`config.mk`:
```
export PLATFORM = sky130hd
export DESIGN_NAME = eeprom_host
export DESIGN_NICKNAME = d
export VERILOG_FILES = /design/src/inc/eeprom_host_pkg.sv /design/src/hdl/cycle_timer.sv /design/src/hdl/eeprom_host.sv
export SDC_FILE = /design/constraint.sdc
export NUM_CORES = 1
export LEC_CHECK = 0
export BUFFER_PORTS_ARGS = -buffer_cell sky130_fd_sc_hd__buf_2
export CAP_MARGIN = 20
export CORE_AREA = 2 2 109 79
export CTS_CLUSTER_SIZE = 20
export DETAILED_ROUTE_END_ITERATION = 7
export DIE_AREA = 0 0 111 81
export PLACE_DENSITY_LB_ADDON = 0.25
export SLEW_MARGIN = 30
export SYNTH_ARGS = -nofsm -noshare
export SYNTH_HDL_FRONTEND = slang
export SYNTH_SLANG_ARGS = --single-unit
export TNS_END_PERCENT = 1
```
`constraint.sdc`:
```
create_clock -name clk -period 3.5 [get_ports clk]
set_clock_uncertainty 0.15 [all_clocks]
set_input_delay 0.7 -clock clk [delete_from_list [all_inputs] [get_ports clk]]
set_output_delay 0.7 -clock clk [all_outputs]
set_load 0.02 [all_outputs]
```
`src/inc/eeprom_host_pkg.sv`:
```
// constants for the parallel eeprom page-write host controller
// assumes a 50 MHz system clock and a byte-wide eeprom on plain pins
package eeprom_host_pkg;
  localparam int CLK_PERIOD_NS = 20;
  localparam int ADDR_W = 13;
  localparam int DATA_W = 8;
  localparam int COL_W = 6;
  localparam int PAGE_BYTES = 64;
  localparam int ROW_LSB = 6;
  // minimum store strobe low time, ns
  localparam int STORE_STROBE_MIN_PULSE_NS = 150;
  localparam int STROBE_CYC = (STORE_STROBE_MIN_PULSE_NS + CLK_PERIOD_NS - 1) / CLK_PERIOD_NS;
  // address setup before strobe, ns
  localparam int ADDR_SETUP_NS = 10;
  localparam int SETUP_CYC = (ADDR_SETUP_NS + CLK_PERIOD_NS - 1) / CLK_PERIOD_NS;
  // read access time, ns
  localparam int READ_ACCESS_NS = 200;
  localparam int READ_CYC = (READ_ACCESS_NS + CLK_PERIOD_NS - 1) / CLK_PERIOD_NS;
  // strobe high to output released, ns
  localparam int FLOAT_NS = 60;
  localparam int FLOAT_CYC = (FLOAT_NS + CLK_PERIOD_NS - 1) / CLK_PERIOD_NS;
  // least byte load spacing and longest safe load window, ns
  localparam int PAGE_LOAD_WINDOW_MIN_NS = 200;
  localparam int GAP_CYC = (PAGE_LOAD_WINDOW_MIN_NS + CLK_PERIOD_NS - 1) / CLK_PERIOD_NS;
  localparam int PAGE_LOAD_WINDOW_MAX_NS = 200000;
  localparam int WINDOW_CYC = PAGE_LOAD_WINDOW_MAX_NS / CLK_PERIOD_NS;
  // last byte loaded to polling, ns
  localparam int POLL_AFTER_LOAD_DELAY_NS = 200;
  localparam int POLL_CYC = (POLL_AFTER_LOAD_DELAY_NS + CLK_PERIOD_NS - 1) / CLK_PERIOD_NS;
  // internal write time, ms
  localparam int WRITE_TIME_MS = 10;
  localparam int WRITE_CYC = WRITE_TIME_MS * 1000000 / CLK_PERIOD_NS;
  localparam int CNT_W = 20;
  localparam logic [7:0] DATA_RST = 8'h00;
endpackage : eeprom_host_pkg

```
`src/hdl/cycle_timer.sv`:
```
// down counter that raises done once a loaded cycle count has run out
// assumes load is a one-cycle pulse on clk
`timescale 1ns/1ps
module cycle_timer
  import eeprom_host_pkg::*;
(
  input wire logic clk,
  input wire logic rst_b,
  input wire logic load,
  input wire logic [CNT_W-1:0] count,
  output logic done
);
  logic [CNT_W-1:0] cnt_ff;
  assign done = (cnt_ff == '0);
  always_ff @(posedge clk)
  begin
    if (!rst_b)
      cnt_ff <= '0;
    else if (load)
      cnt_ff <= count;
    else if (!done)
      cnt_ff <= cnt_ff - 1'b1;
  end
endmodule : cycle_timer

```
`src/hdl/eeprom_host.sv`:
```
// host controller driving a byte-wide page-write eeprom through its pins
// assumes dataIn is the eeprom data bus as seen on the board, asynchronous
// Functional notes
// - host keeps store strobe high all read, address stable before chip select
// - write starts with select low, output drive high, address valid, then store low
// - host holds store strobe low at least the minimum pulse time
// - host may stretch a load by holding the strobe low
// - host polls until last byte reads back uninverted
// - polling read uses ordinary read strobes and timing
`timescale 1ns/1ps
module eeprom_host
  import eeprom_host_pkg::*;
(
  input wire logic clk,
  input wire logic rst_b,
  input wire logic readReq,
  input wire logic writeReq,
  input wire logic lastByte,
  input wire logic [ADDR_W-1:0] reqAddr,
  input wire logic [DATA_W-1:0] reqData,
  output logic reqReady,
  output logic [DATA_W-1:0] rdData,
  output logic rdValid,
  output logic writeDone,
  output logic [ADDR_W-1:0] address,
  output logic chipSelect_b,
  output logic outputDrive_b,
  output logic storeStrobe_b,
  input wire logic [DATA_W-1:0] dataIn,
  output logic [DATA_W-1:0] dataOut,
  output logic dataOe
);
  typedef enum logic [3:0] {
    IDLE, RD_SETUP, RD_ACCESS, RD_FLOAT, WR_SETUP, WR_PULSE, WR_GAP,
    POLL_WAIT, POLL_SETUP, POLL_ACCESS, POLL_FLOAT
  } state_t;

  state_t state_ff, nxt_state;
  logic [DATA_W-1:0] syncA_ff, syncB_ff;
  logic [ADDR_W-1:0] addr_ff, nxt_addr;
  logic [DATA_W-1:0] wdata_ff, nxt_wdata, rdData_ff, nxt_rdData;
  logic [ADDR_W-COL_W-1:0] row_ff, nxt_row;
  logic [6:0] bytes_ff, nxt_bytes;
  logic rdValid_ff, nxt_rdValid, done_ff, nxt_done, pageOpen_ff, nxt_pageOpen;
  logic tmrLoad, tmrDone;
  logic [CNT_W-1:0] tmrCount;

  function automatic logic [CNT_W-1:0] cyc(input int n);
    cyc = CNT_W'(n);
  endfunction : cyc

  // wait between strobes also bounds the load window
  cycle_timer u_timer (
    .clk(clk),
    .rst_b(rst_b),
    .load(tmrLoad),
    .count(tmrCount),
    .done(tmrDone)
  );

  wire sameRow = (reqAddr[ADDR_W-1:ROW_LSB] == row_ff);
  wire pageFull = (bytes_ff == 7'(PAGE_BYTES));
  wire canLoad = !pageOpen_ff || (sameRow && !pageFull);
  // compare the byte captured at the end of the access, not the floating bus
  wire pollMatch = (rdData_ff == wdata_ff);

  assign reqReady = (state_ff == IDLE) && (!writeReq || canLoad);
  assign rdData = rdData_ff;
  assign rdValid = rdValid_ff;
  assign writeDone = done_ff;
  assign address = addr_ff;
  assign dataOut = wdata_ff;
  // write pattern only in WR_SETUP and WR_PULSE, read pattern in the access states, else inhibit
  wire inWrite = (state_ff == WR_SETUP) || (state_ff == WR_PULSE);
  wire inRead = (state_ff == RD_ACCESS) || (state_ff == POLL_ACCESS);
  assign chipSelect_b = !(inWrite || inRead);
  assign outputDrive_b = !inRead;
  assign storeStrobe_b = !(state_ff == WR_PULSE);
  assign dataOe = inWrite;

  always_comb
  begin
    nxt_state = state_ff;
    nxt_addr = addr_ff;
    nxt_wdata = wdata_ff;
    nxt_rdData = rdData_ff;
    nxt_row = row_ff;
    nxt_bytes = bytes_ff;
    nxt_rdValid = 1'b0;
    nxt_done = 1'b0;
    nxt_pageOpen = pageOpen_ff;
    tmrLoad = 1'b0;
    tmrCount = cyc(SETUP_CYC);
    unique case (state_ff)
      IDLE:
      begin
        if (writeReq && canLoad)
        begin
          nxt_addr = reqAddr;
          nxt_wdata = reqData;
          if (!pageOpen_ff)
            nxt_row = reqAddr[ADDR_W-1:ROW_LSB];
          nxt_pageOpen = 1'b1;
          nxt_bytes = bytes_ff + 7'd1;
          tmrLoad = 1'b1;
          nxt_state = WR_SETUP;
        end
        else if (readReq && !pageOpen_ff)
        begin
          nxt_addr = reqAddr;
          tmrLoad = 1'b1;
          nxt_state = RD_SETUP;
        end
        else if (pageOpen_ff && (lastByte || pageFull || tmrDone))
        begin
          // close page before the device window can expire
          tmrLoad = 1'b1;
          tmrCount = cyc(POLL_CYC);
          nxt_state = POLL_WAIT;
        end
      end
      RD_SETUP, POLL_SETUP:
        if (tmrDone)
        begin
          tmrLoad = 1'b1;
          tmrCount = cyc(READ_CYC);
          nxt_state = (state_ff == RD_SETUP) ? RD_ACCESS : POLL_ACCESS;
        end
      RD_ACCESS, POLL_ACCESS:
        if (tmrDone)
        begin
          nxt_rdData = syncB_ff;
          tmrLoad = 1'b1;
          tmrCount = cyc(FLOAT_CYC);
          nxt_state = (state_ff == RD_ACCESS) ? RD_FLOAT : POLL_FLOAT;
        end
      RD_FLOAT:
        if (tmrDone)
        begin
          nxt_rdValid = 1'b1;
          nxt_state = IDLE;
        end
      WR_SETUP:
        if (tmrDone)
        begin
          tmrLoad = 1'b1;
          tmrCount = cyc(STROBE_CYC);
          nxt_state = WR_PULSE;
        end
      WR_PULSE:
        if (tmrDone)
        begin
          tmrLoad = 1'b1;
          tmrCount = cyc(GAP_CYC);
          nxt_state = WR_GAP;
        end
      WR_GAP:
        if (tmrDone)
        begin
          // next byte must come within the load window
          tmrLoad = 1'b1;
          tmrCount = cyc(WINDOW_CYC - GAP_CYC - READ_CYC);
          nxt_state = IDLE;
        end
      POLL_WAIT:
        if (tmrDone)
        begin
          tmrLoad = 1'b1;
          nxt_state = POLL_SETUP;
        end
      POLL_FLOAT:
        if (tmrDone)
        begin
          // inverse data means still busy, keep polling
          tmrLoad = 1'b1;
          if (pollMatch)
          begin
            nxt_done = 1'b1;
            nxt_pageOpen = 1'b0;
            nxt_bytes = 7'd0;
            nxt_state = IDLE;
          end
          else
            nxt_state = POLL_SETUP;
        end
    endcase
  end

  always_ff @(posedge clk)
  begin
    syncA_ff <= dataIn;
    syncB_ff <= syncA_ff;
  end

  always_ff @(posedge clk)
  begin
    if (!rst_b)
    begin
      state_ff <= IDLE;
      addr_ff <= '0;
      wdata_ff <= DATA_RST;
      rdData_ff <= DATA_RST;
      row_ff <= '0;
      bytes_ff <= '0;
      rdValid_ff <= 1'b0;
      done_ff <= 1'b0;
      pageOpen_ff <= 1'b0;
    end
    else
    begin
      state_ff <= nxt_state;
      addr_ff <= nxt_addr;
      wdata_ff <= nxt_wdata;
      rdData_ff <= nxt_rdData;
      row_ff <= nxt_row;
      bytes_ff <= nxt_bytes;
      rdValid_ff <= nxt_rdValid;
      done_ff <= nxt_done;
      pageOpen_ff <= nxt_pageOpen;
    end
  end
endmodule : eeprom_host

```
; ---- After elaboration in Yosys (flattened, before gate mapping)
; Index checks and enable logic that the tools add are counted.
[totals]
out_inout_bits = 36
in_bits = 34
rom_bits = 0
register_bits = 86
elab_cells = 114
n_memories = 0
latchBits = 0
ramBits = 0
[op_classes]
multipliers = 0
n_bitwise = 1
n_div = 0
eq_ne = 24
addsub = 2
shifts = 0
reduce_logical = 35
muxes = 40
n_lt_le_gt_ge = 0
[ops]
columns = cell, n
row1 = two-way mux 4 bit, 18
row2 = one-hot mux 14 bit (5 select lines), 1
row3 = two-way mux 20 bit, 2
row4 = one-hot mux 4 bit (8 select lines), 1
row5 = two-way mux 13 bit, 2
row6 = two-way mux 7 bit, 3
row7 = logical NOT 20 bit, 1
row8 = subtractor 20 x 1 -> 20 bit (second input constant), 1
row9 = == test 4 x 3 -> 1 bit (second input constant), 4
row10 = inequality test 2 bit (second input constant), 8
row11 = two-way mux 14 bit, 1
row12 = one-hot mux 7 bit (2 select lines), 1
row13 = == test 4 bit (second input constant), 3
row14 = OR reduction 9 bit, 1
row15 = == test 4 x 2 -> 1 bit (second input constant), 2
row16 = == test 8 bit, 1
row17 = two-way mux 1 bit, 8
row18 = AND reduction 2 bit, 4
row19 = AND reduction 8 bit, 1
row20 = adder 7 x 1 -> 7 bit (second input constant), 1
row21 = == test 7 bit, 1
row22 = == test 7 bit (second input constant), 1
row23 = logical OR 1 bit, 7
row24 = logical NOT 1 bit, 6
row25 = 13 further kinds, 23

; ---- Longest topological paths before layout
[depth]
ltp_word = 9
depth_mapped = 10
ltp_nobuf = 8

; ---- Cells and area by module
; Synthesis repeated with hierarchy kept, for this count alone.
[hier_totals]
cells_unflattened = 496
hier_area_um2 = 4191.5
[modules_own_cells]
columns = module, cells_per_inst, instances, area_each_um2
row1 = eeprom_host, 352, 1, 3020.4
row2 = cycle_timer, 144, 1, 1171.1

; ---- Worst setup path before layout
; OpenSTA, ideal clock, no wires.
[synth_path]
path_kind = reg2reg
start = register u_timer.cnt_ff[0]
end = register u_timer.cnt_ff[4]
path_slack_ns = 0.919
arrival_ns = 2.345
stages_incl_launch_ff = 9
n_path_buf = 1
period_less_slack_ns = 2.581
path_cell_list = dfxtp_1 -> inv_1 -> ha_1 -> or4b_1 -> buf_6 -> nor4_4 -> nand2_2 -> or4_4 -> a221oi_2
[synth_via]
elab_chain_cells = 8
elab_cells_between_ends = 14
[synth_rtl]
columns = element, line
row1 = "start, declared", cycle_timer.sv:13  ; logic [CNT_W-1:0] cnt_ff;
row2 = "start signal, assigned", cycle_timer.sv:20  ; cnt_ff <= count;
row3 = "start signal, assigned", cycle_timer.sv:22  ; cnt_ff <= cnt_ff - 1'b1;
row4 = logical NOT 20 bit, cycle_timer.sv:14  ; assign done = (cnt_ff == '0);
row5 = logical OR 1 bit, eeprom_host.sv:114  ; else if (pageOpen_ff && (lastByte || pageFull || tmrDone))
row6 = logical AND 1 bit, eeprom_host.sv:114
row7 = two-way mux 1 bit, eeprom_host.sv:114
row8 = two-way mux 1 bit, eeprom_host.sv:108  ; else if (readReq && !pageOpen_ff)
row9 = two-way mux 1 bit, eeprom_host.sv:97  ; if (writeReq && canLoad)
row10 = one-hot mux 1 bit (2 select lines), eeprom_host.sv:94  ; unique case (state_ff)
row11 = inequality test 2 bit (no source line) or two-way mux 20 bit (tied branches), n/a
; Parallel ways exist; a longest one is shown, timed or not. The select of a mux whose other input is x is not followed.
; A chain may end at the register's enable or synchronous reset.

; ---- Worst setup path in the final report
[layout_path]
start = register u_timer.cnt_ff[0]
end = register bytes_ff[4]
[layout_via]
elab_chain_cells = 3
[layout_rtl]
columns = element, line
row1 = logical NOT 20 bit, cycle_timer.sv:14
row2 = inequality test 2 bit (no source line), n/a
row3 = AND reduction 4 bit (no source line), n/a
row4 = "end signal, assigned", eeprom_host.sv:216  ; bytes_ff <= nxt_bytes;
row5 = "end, declared", eeprom_host.sv:43  ; logic [6:0] bytes_ff, nxt_bytes;
; No other way between the ends.

==> results.py <==
metrics = {
    "worst_setup_path": {
        "arrival_ns": 2.96,
        "worst_r2r_path_depth": 8,
        "critPathMostFrequentCell": "nand3_1",
        "cp_num_buf_inv": 1,
        "critPathTopFamily": "simple AND/OR/NAND/NOR gates",
        "crit_fanout": 7,
        "crit_slowest_cell": "or4b_1",
        "rr_startpoint": "u_timer.cnt_ff[0]$_SDFFE_PN0P_",
        "path_cells": "inv_1 -> ha_1 -> or4b_1 -> or4_4 -> nor3_1 -> nand3_1 -> nand3_1 -> a31oi_1",
        "worstPathRequired_ns": 3.53,
        "slowest_delay_ns": 0.62,
        "startpoint_type": "flop",
        "rrSetupSlack_ns": 0.57,
        "rr_endpoint": "bytes_ff[4]$_SDFFE_PN0P_",
        "crit_type": "flop to flop",
        "crit_path_end_kind": "flop",
    },
    "pwr": {
        "power_frac_comb_pct": 50.2,
        "power_w": 0.00471,
        "p_leak_nw": 1.91,
        "p_sw_w": 0.00211,
        "swShare_pct": 44.7,
        "vdd_drop_max_mv": 0.414,
        "pwr-share-seq_pct": 30.4,
        "clkPwrFrac_pct": 19.4,
        "p_int_w": 0.00261,
        "power_density_mw_per_mm2": 1040,
    },
    "route": {
        "route.detailed.drc": 0,
        "drtIter0Drc": 215,
        "viasPerCell": 5.35,
        "drt-total-wl_um": 8820,
        "dr.pass1.iters": 4,
        "wire_per_inst_um": 14.6,
        "vias": 3229,
        "antenna_left": 0,
    },
    "layout": {
        "syn2layout_area_growth_pct": 18.7,
        "layout_common_cells": "dfxtp_1, buf_2, nor2_1, nand2_1, mux2i_1",
        "nets": 531,
        "num_antenna_cells": 0,
        "filler_cell_count": 754,
        "final_layout_size_suffix_gt1_share_pct": 21.6,
        "final_common_cell": "dfxtp_1",
    },
    "min_path": {
        "min-delay-start": "syncA_ff[3]$_DFF_P_",
        "hold_end": "syncB_ff[3]$_DFF_P_",
        "hold-path-cell-count": 0,
        "hp-class": "flop to flop",
    },
    "sta": {
        "tightest_slew_ns": 0.929,
        "setup_viol": 0,
        "min_period_over_period_pct": 83.7,
        "hold_viol": 0,
        "slew_headroom_pct": 38.0,
        "worst_slack_ns": 0.571,
        "setup-tns-final_ns": 0,
        "fin_crit_ns": 2.93,
        "rsz0062_at_grt": "false",
        "slew_violations": 0,
        "timing.fmax_ghz": 0.341,
    },
    "grt": {
        "grt_pass1_vias": 2931,
        "antenna_found_initial": 0,
        "grt_first_pass_wirelength_um": 14300,
        "grt_max_degree": 56,
        "grt.overflow.total": 0,
        "grtUsageTotal_pct": 19.8,
    },
    "floorplan": {
        "io_pins": 70,
        "floorplan.rows": 28,
        "dieArea_sq_mm": 0.00899,
        "initial_core_util_pct": 47.0,
        "die_h_um": 81,
        "coreArea_sq_mm": 0.00809,
        "die_x_um": 111,
    },
    "clock_tree": {
        "cts_tree": "done",
        "postCtsSetupBuffers": 0,
        "root_buffer": "clkbuf_16",
        "cts_resized": 0,
        "clk_path_buf_depth": 2,
        "clkLatencyLatePin_ns": 0.33,
        "clkTransAtPathRegs_ns": 0.07,
        "htreeDepth": 3,
        "cts_made_buffers": 9,
        "holdBufCountCts": 0,
        "clock-sinks": 86,
    },
    "place": {
        "dp_hpwl_um": 6250,
        "gp_congestion": 0.901,
        "portBuffers": 69,
        "dp_slack_ns": 0.545,
    },
    "logic_synthesis": {
        "syn-cell-area_sq_mm": 0.00380,
        "async_flop_share_pct": 0,
        "synth-edff-count": 0,
        "syn_area_per_cell_sq_um": 8.87,
        "ys_types": 55,
        "netlist_instances": 429,
        "synth-seq-area-share_pct": 45.2,
        "yosysTopAreaCell": "dfxtp_1",
        "synth_fp_nets": 466,
        "yosys.area.top_type_share_pct": 45.2,
        "yosysWarningCount": 0,
        "synth_ff_type": "dfxtp_1",
        "synthTopCellsByArea": "dfxtp_1, mux2i_1, nor2_1, xnor2_1, nand2_1",
        "ys_ff_latch": 86,
    },
    "status": {
        "status": "finished, final reports clean",
    },
    "job": {
        "maxCapViolCount": 0,
    },
}
## synth_stat cells, drive strengths merged, types with 9 or more instances
cell / n
mux2i: 28
nand2: 43
clkbuf: 16
nor2: 58
xnor2: 24
inv: 12
o21ai: 9
nor3: 13
xor2: 9
a211oi: 10
dfxtp: 86
nand3: 17
a21oi: 23
nor4: 10
## worst max-delay path by stage
stage               cells past startpoint                            from  slack, ns                             end
detailed placement                      8  u_timer.cnt_ff[0]$_SDFFE_PN0P_       0.55        bytes_ff[0]$_SDFFE_PN0P_
floorplan                               8  u_timer.cnt_ff[0]$_SDFFE_PN0P_       0.92  u_timer.cnt_ff[4]$_SDFFE_PN0P_
global placement                        8                      reqAddr[6]       0.65        bytes_ff[4]$_SDFFE_PN0P_
CTS                                     8  u_timer.cnt_ff[0]$_SDFFE_PN0P_       0.54        bytes_ff[0]$_SDFFE_PN0P_
global route                            8  u_timer.cnt_ff[0]$_SDFFE_PN0P_       0.36        bytes_ff[3]$_SDFFE_PN0P_
finish                                  8  u_timer.cnt_ff[0]$_SDFFE_PN0P_       0.57        bytes_ff[4]$_SDFFE_PN0P_
## per-stage QoR
step | cells | hold slack (ns) | area (sq um) | util (%)
after floorplan | 429 | 0.160 | 3800 | -
after global placement | 588 | 0.161 | 4230 | 52.2
after detailed placement | 588 | 0.164 | 4230 | 52.2
after CTS | 604 | 0.178 | 4520 | 55.8
after global routing | 604 | 0.177 | 4520 | 55.8
final | 604 | 0.175 | 4520 | 55.8
## cells by family after synthesis
| kind of cell | count (synthesis) | synth area share, % |
|---|---|---|
| and+or+nand+nor | 178 | 23.1 |
| adders and majority gates | 3 | 0.987 |
| muxes | 28 | 7.37 |
| xor gates and xnor gates | 33 | 7.60 |
| buffers and inverters | 31 | 3.39 |
| AOI/OAI and AO/OA | 70 | 12.4 |
| DFF | 86 | 45.2 |
## power groups by stage
stage	logic (W)	registers, W	clock network [W]
2_1_floorplan	0.00180	0.00144	0
3_5_place_dp	0.00234	0.00144	0
6_report	0.00236	0.00143	0.000915
3_3_place_gp	0.00230	0.00143	0
5_1_grt	0.00260	0.00146	0.000980
4_1_cts	0.00235	0.00143	0.000937
## per-layer routing
layer  up-vias  global-route usage [%]  share of wire (%)  wire (um)
li1       1632                       -                  -          -
met1      1512                    27.6                 50       4410
met2        76                    30.4                 44       3910
met3         9                    4.85                4.6        404
met4         0                    6.50                1.0         89
met5         -                       0                  0          0
## sequential cells by signal, indices dropped and copies added, names as in the netlist
name / flops
address: 13
bytes_ff: 7
dataOut: 8
pageOpen_ff: 1
rdData: 8
rdValid: 1
row_ff: 7
state_ff: 4
syncA_ff: 8
syncB_ff: 8
u_timer.cnt_ff: 20
writeDone: 1
## area by class of cell
cell class	count	area, sq um	share of cell area [%]
multi-input cells	312	1950	43.3
well taps	105	131	2.91
flip-flops and latches	86	1720	38.1
clock inverters	7	63.8	1.41
repair buffers	73	375	8.31
clock buffers	9	225	4.98
inverters	12	46.3	1.02
Power figures use the tool's default switching activity.
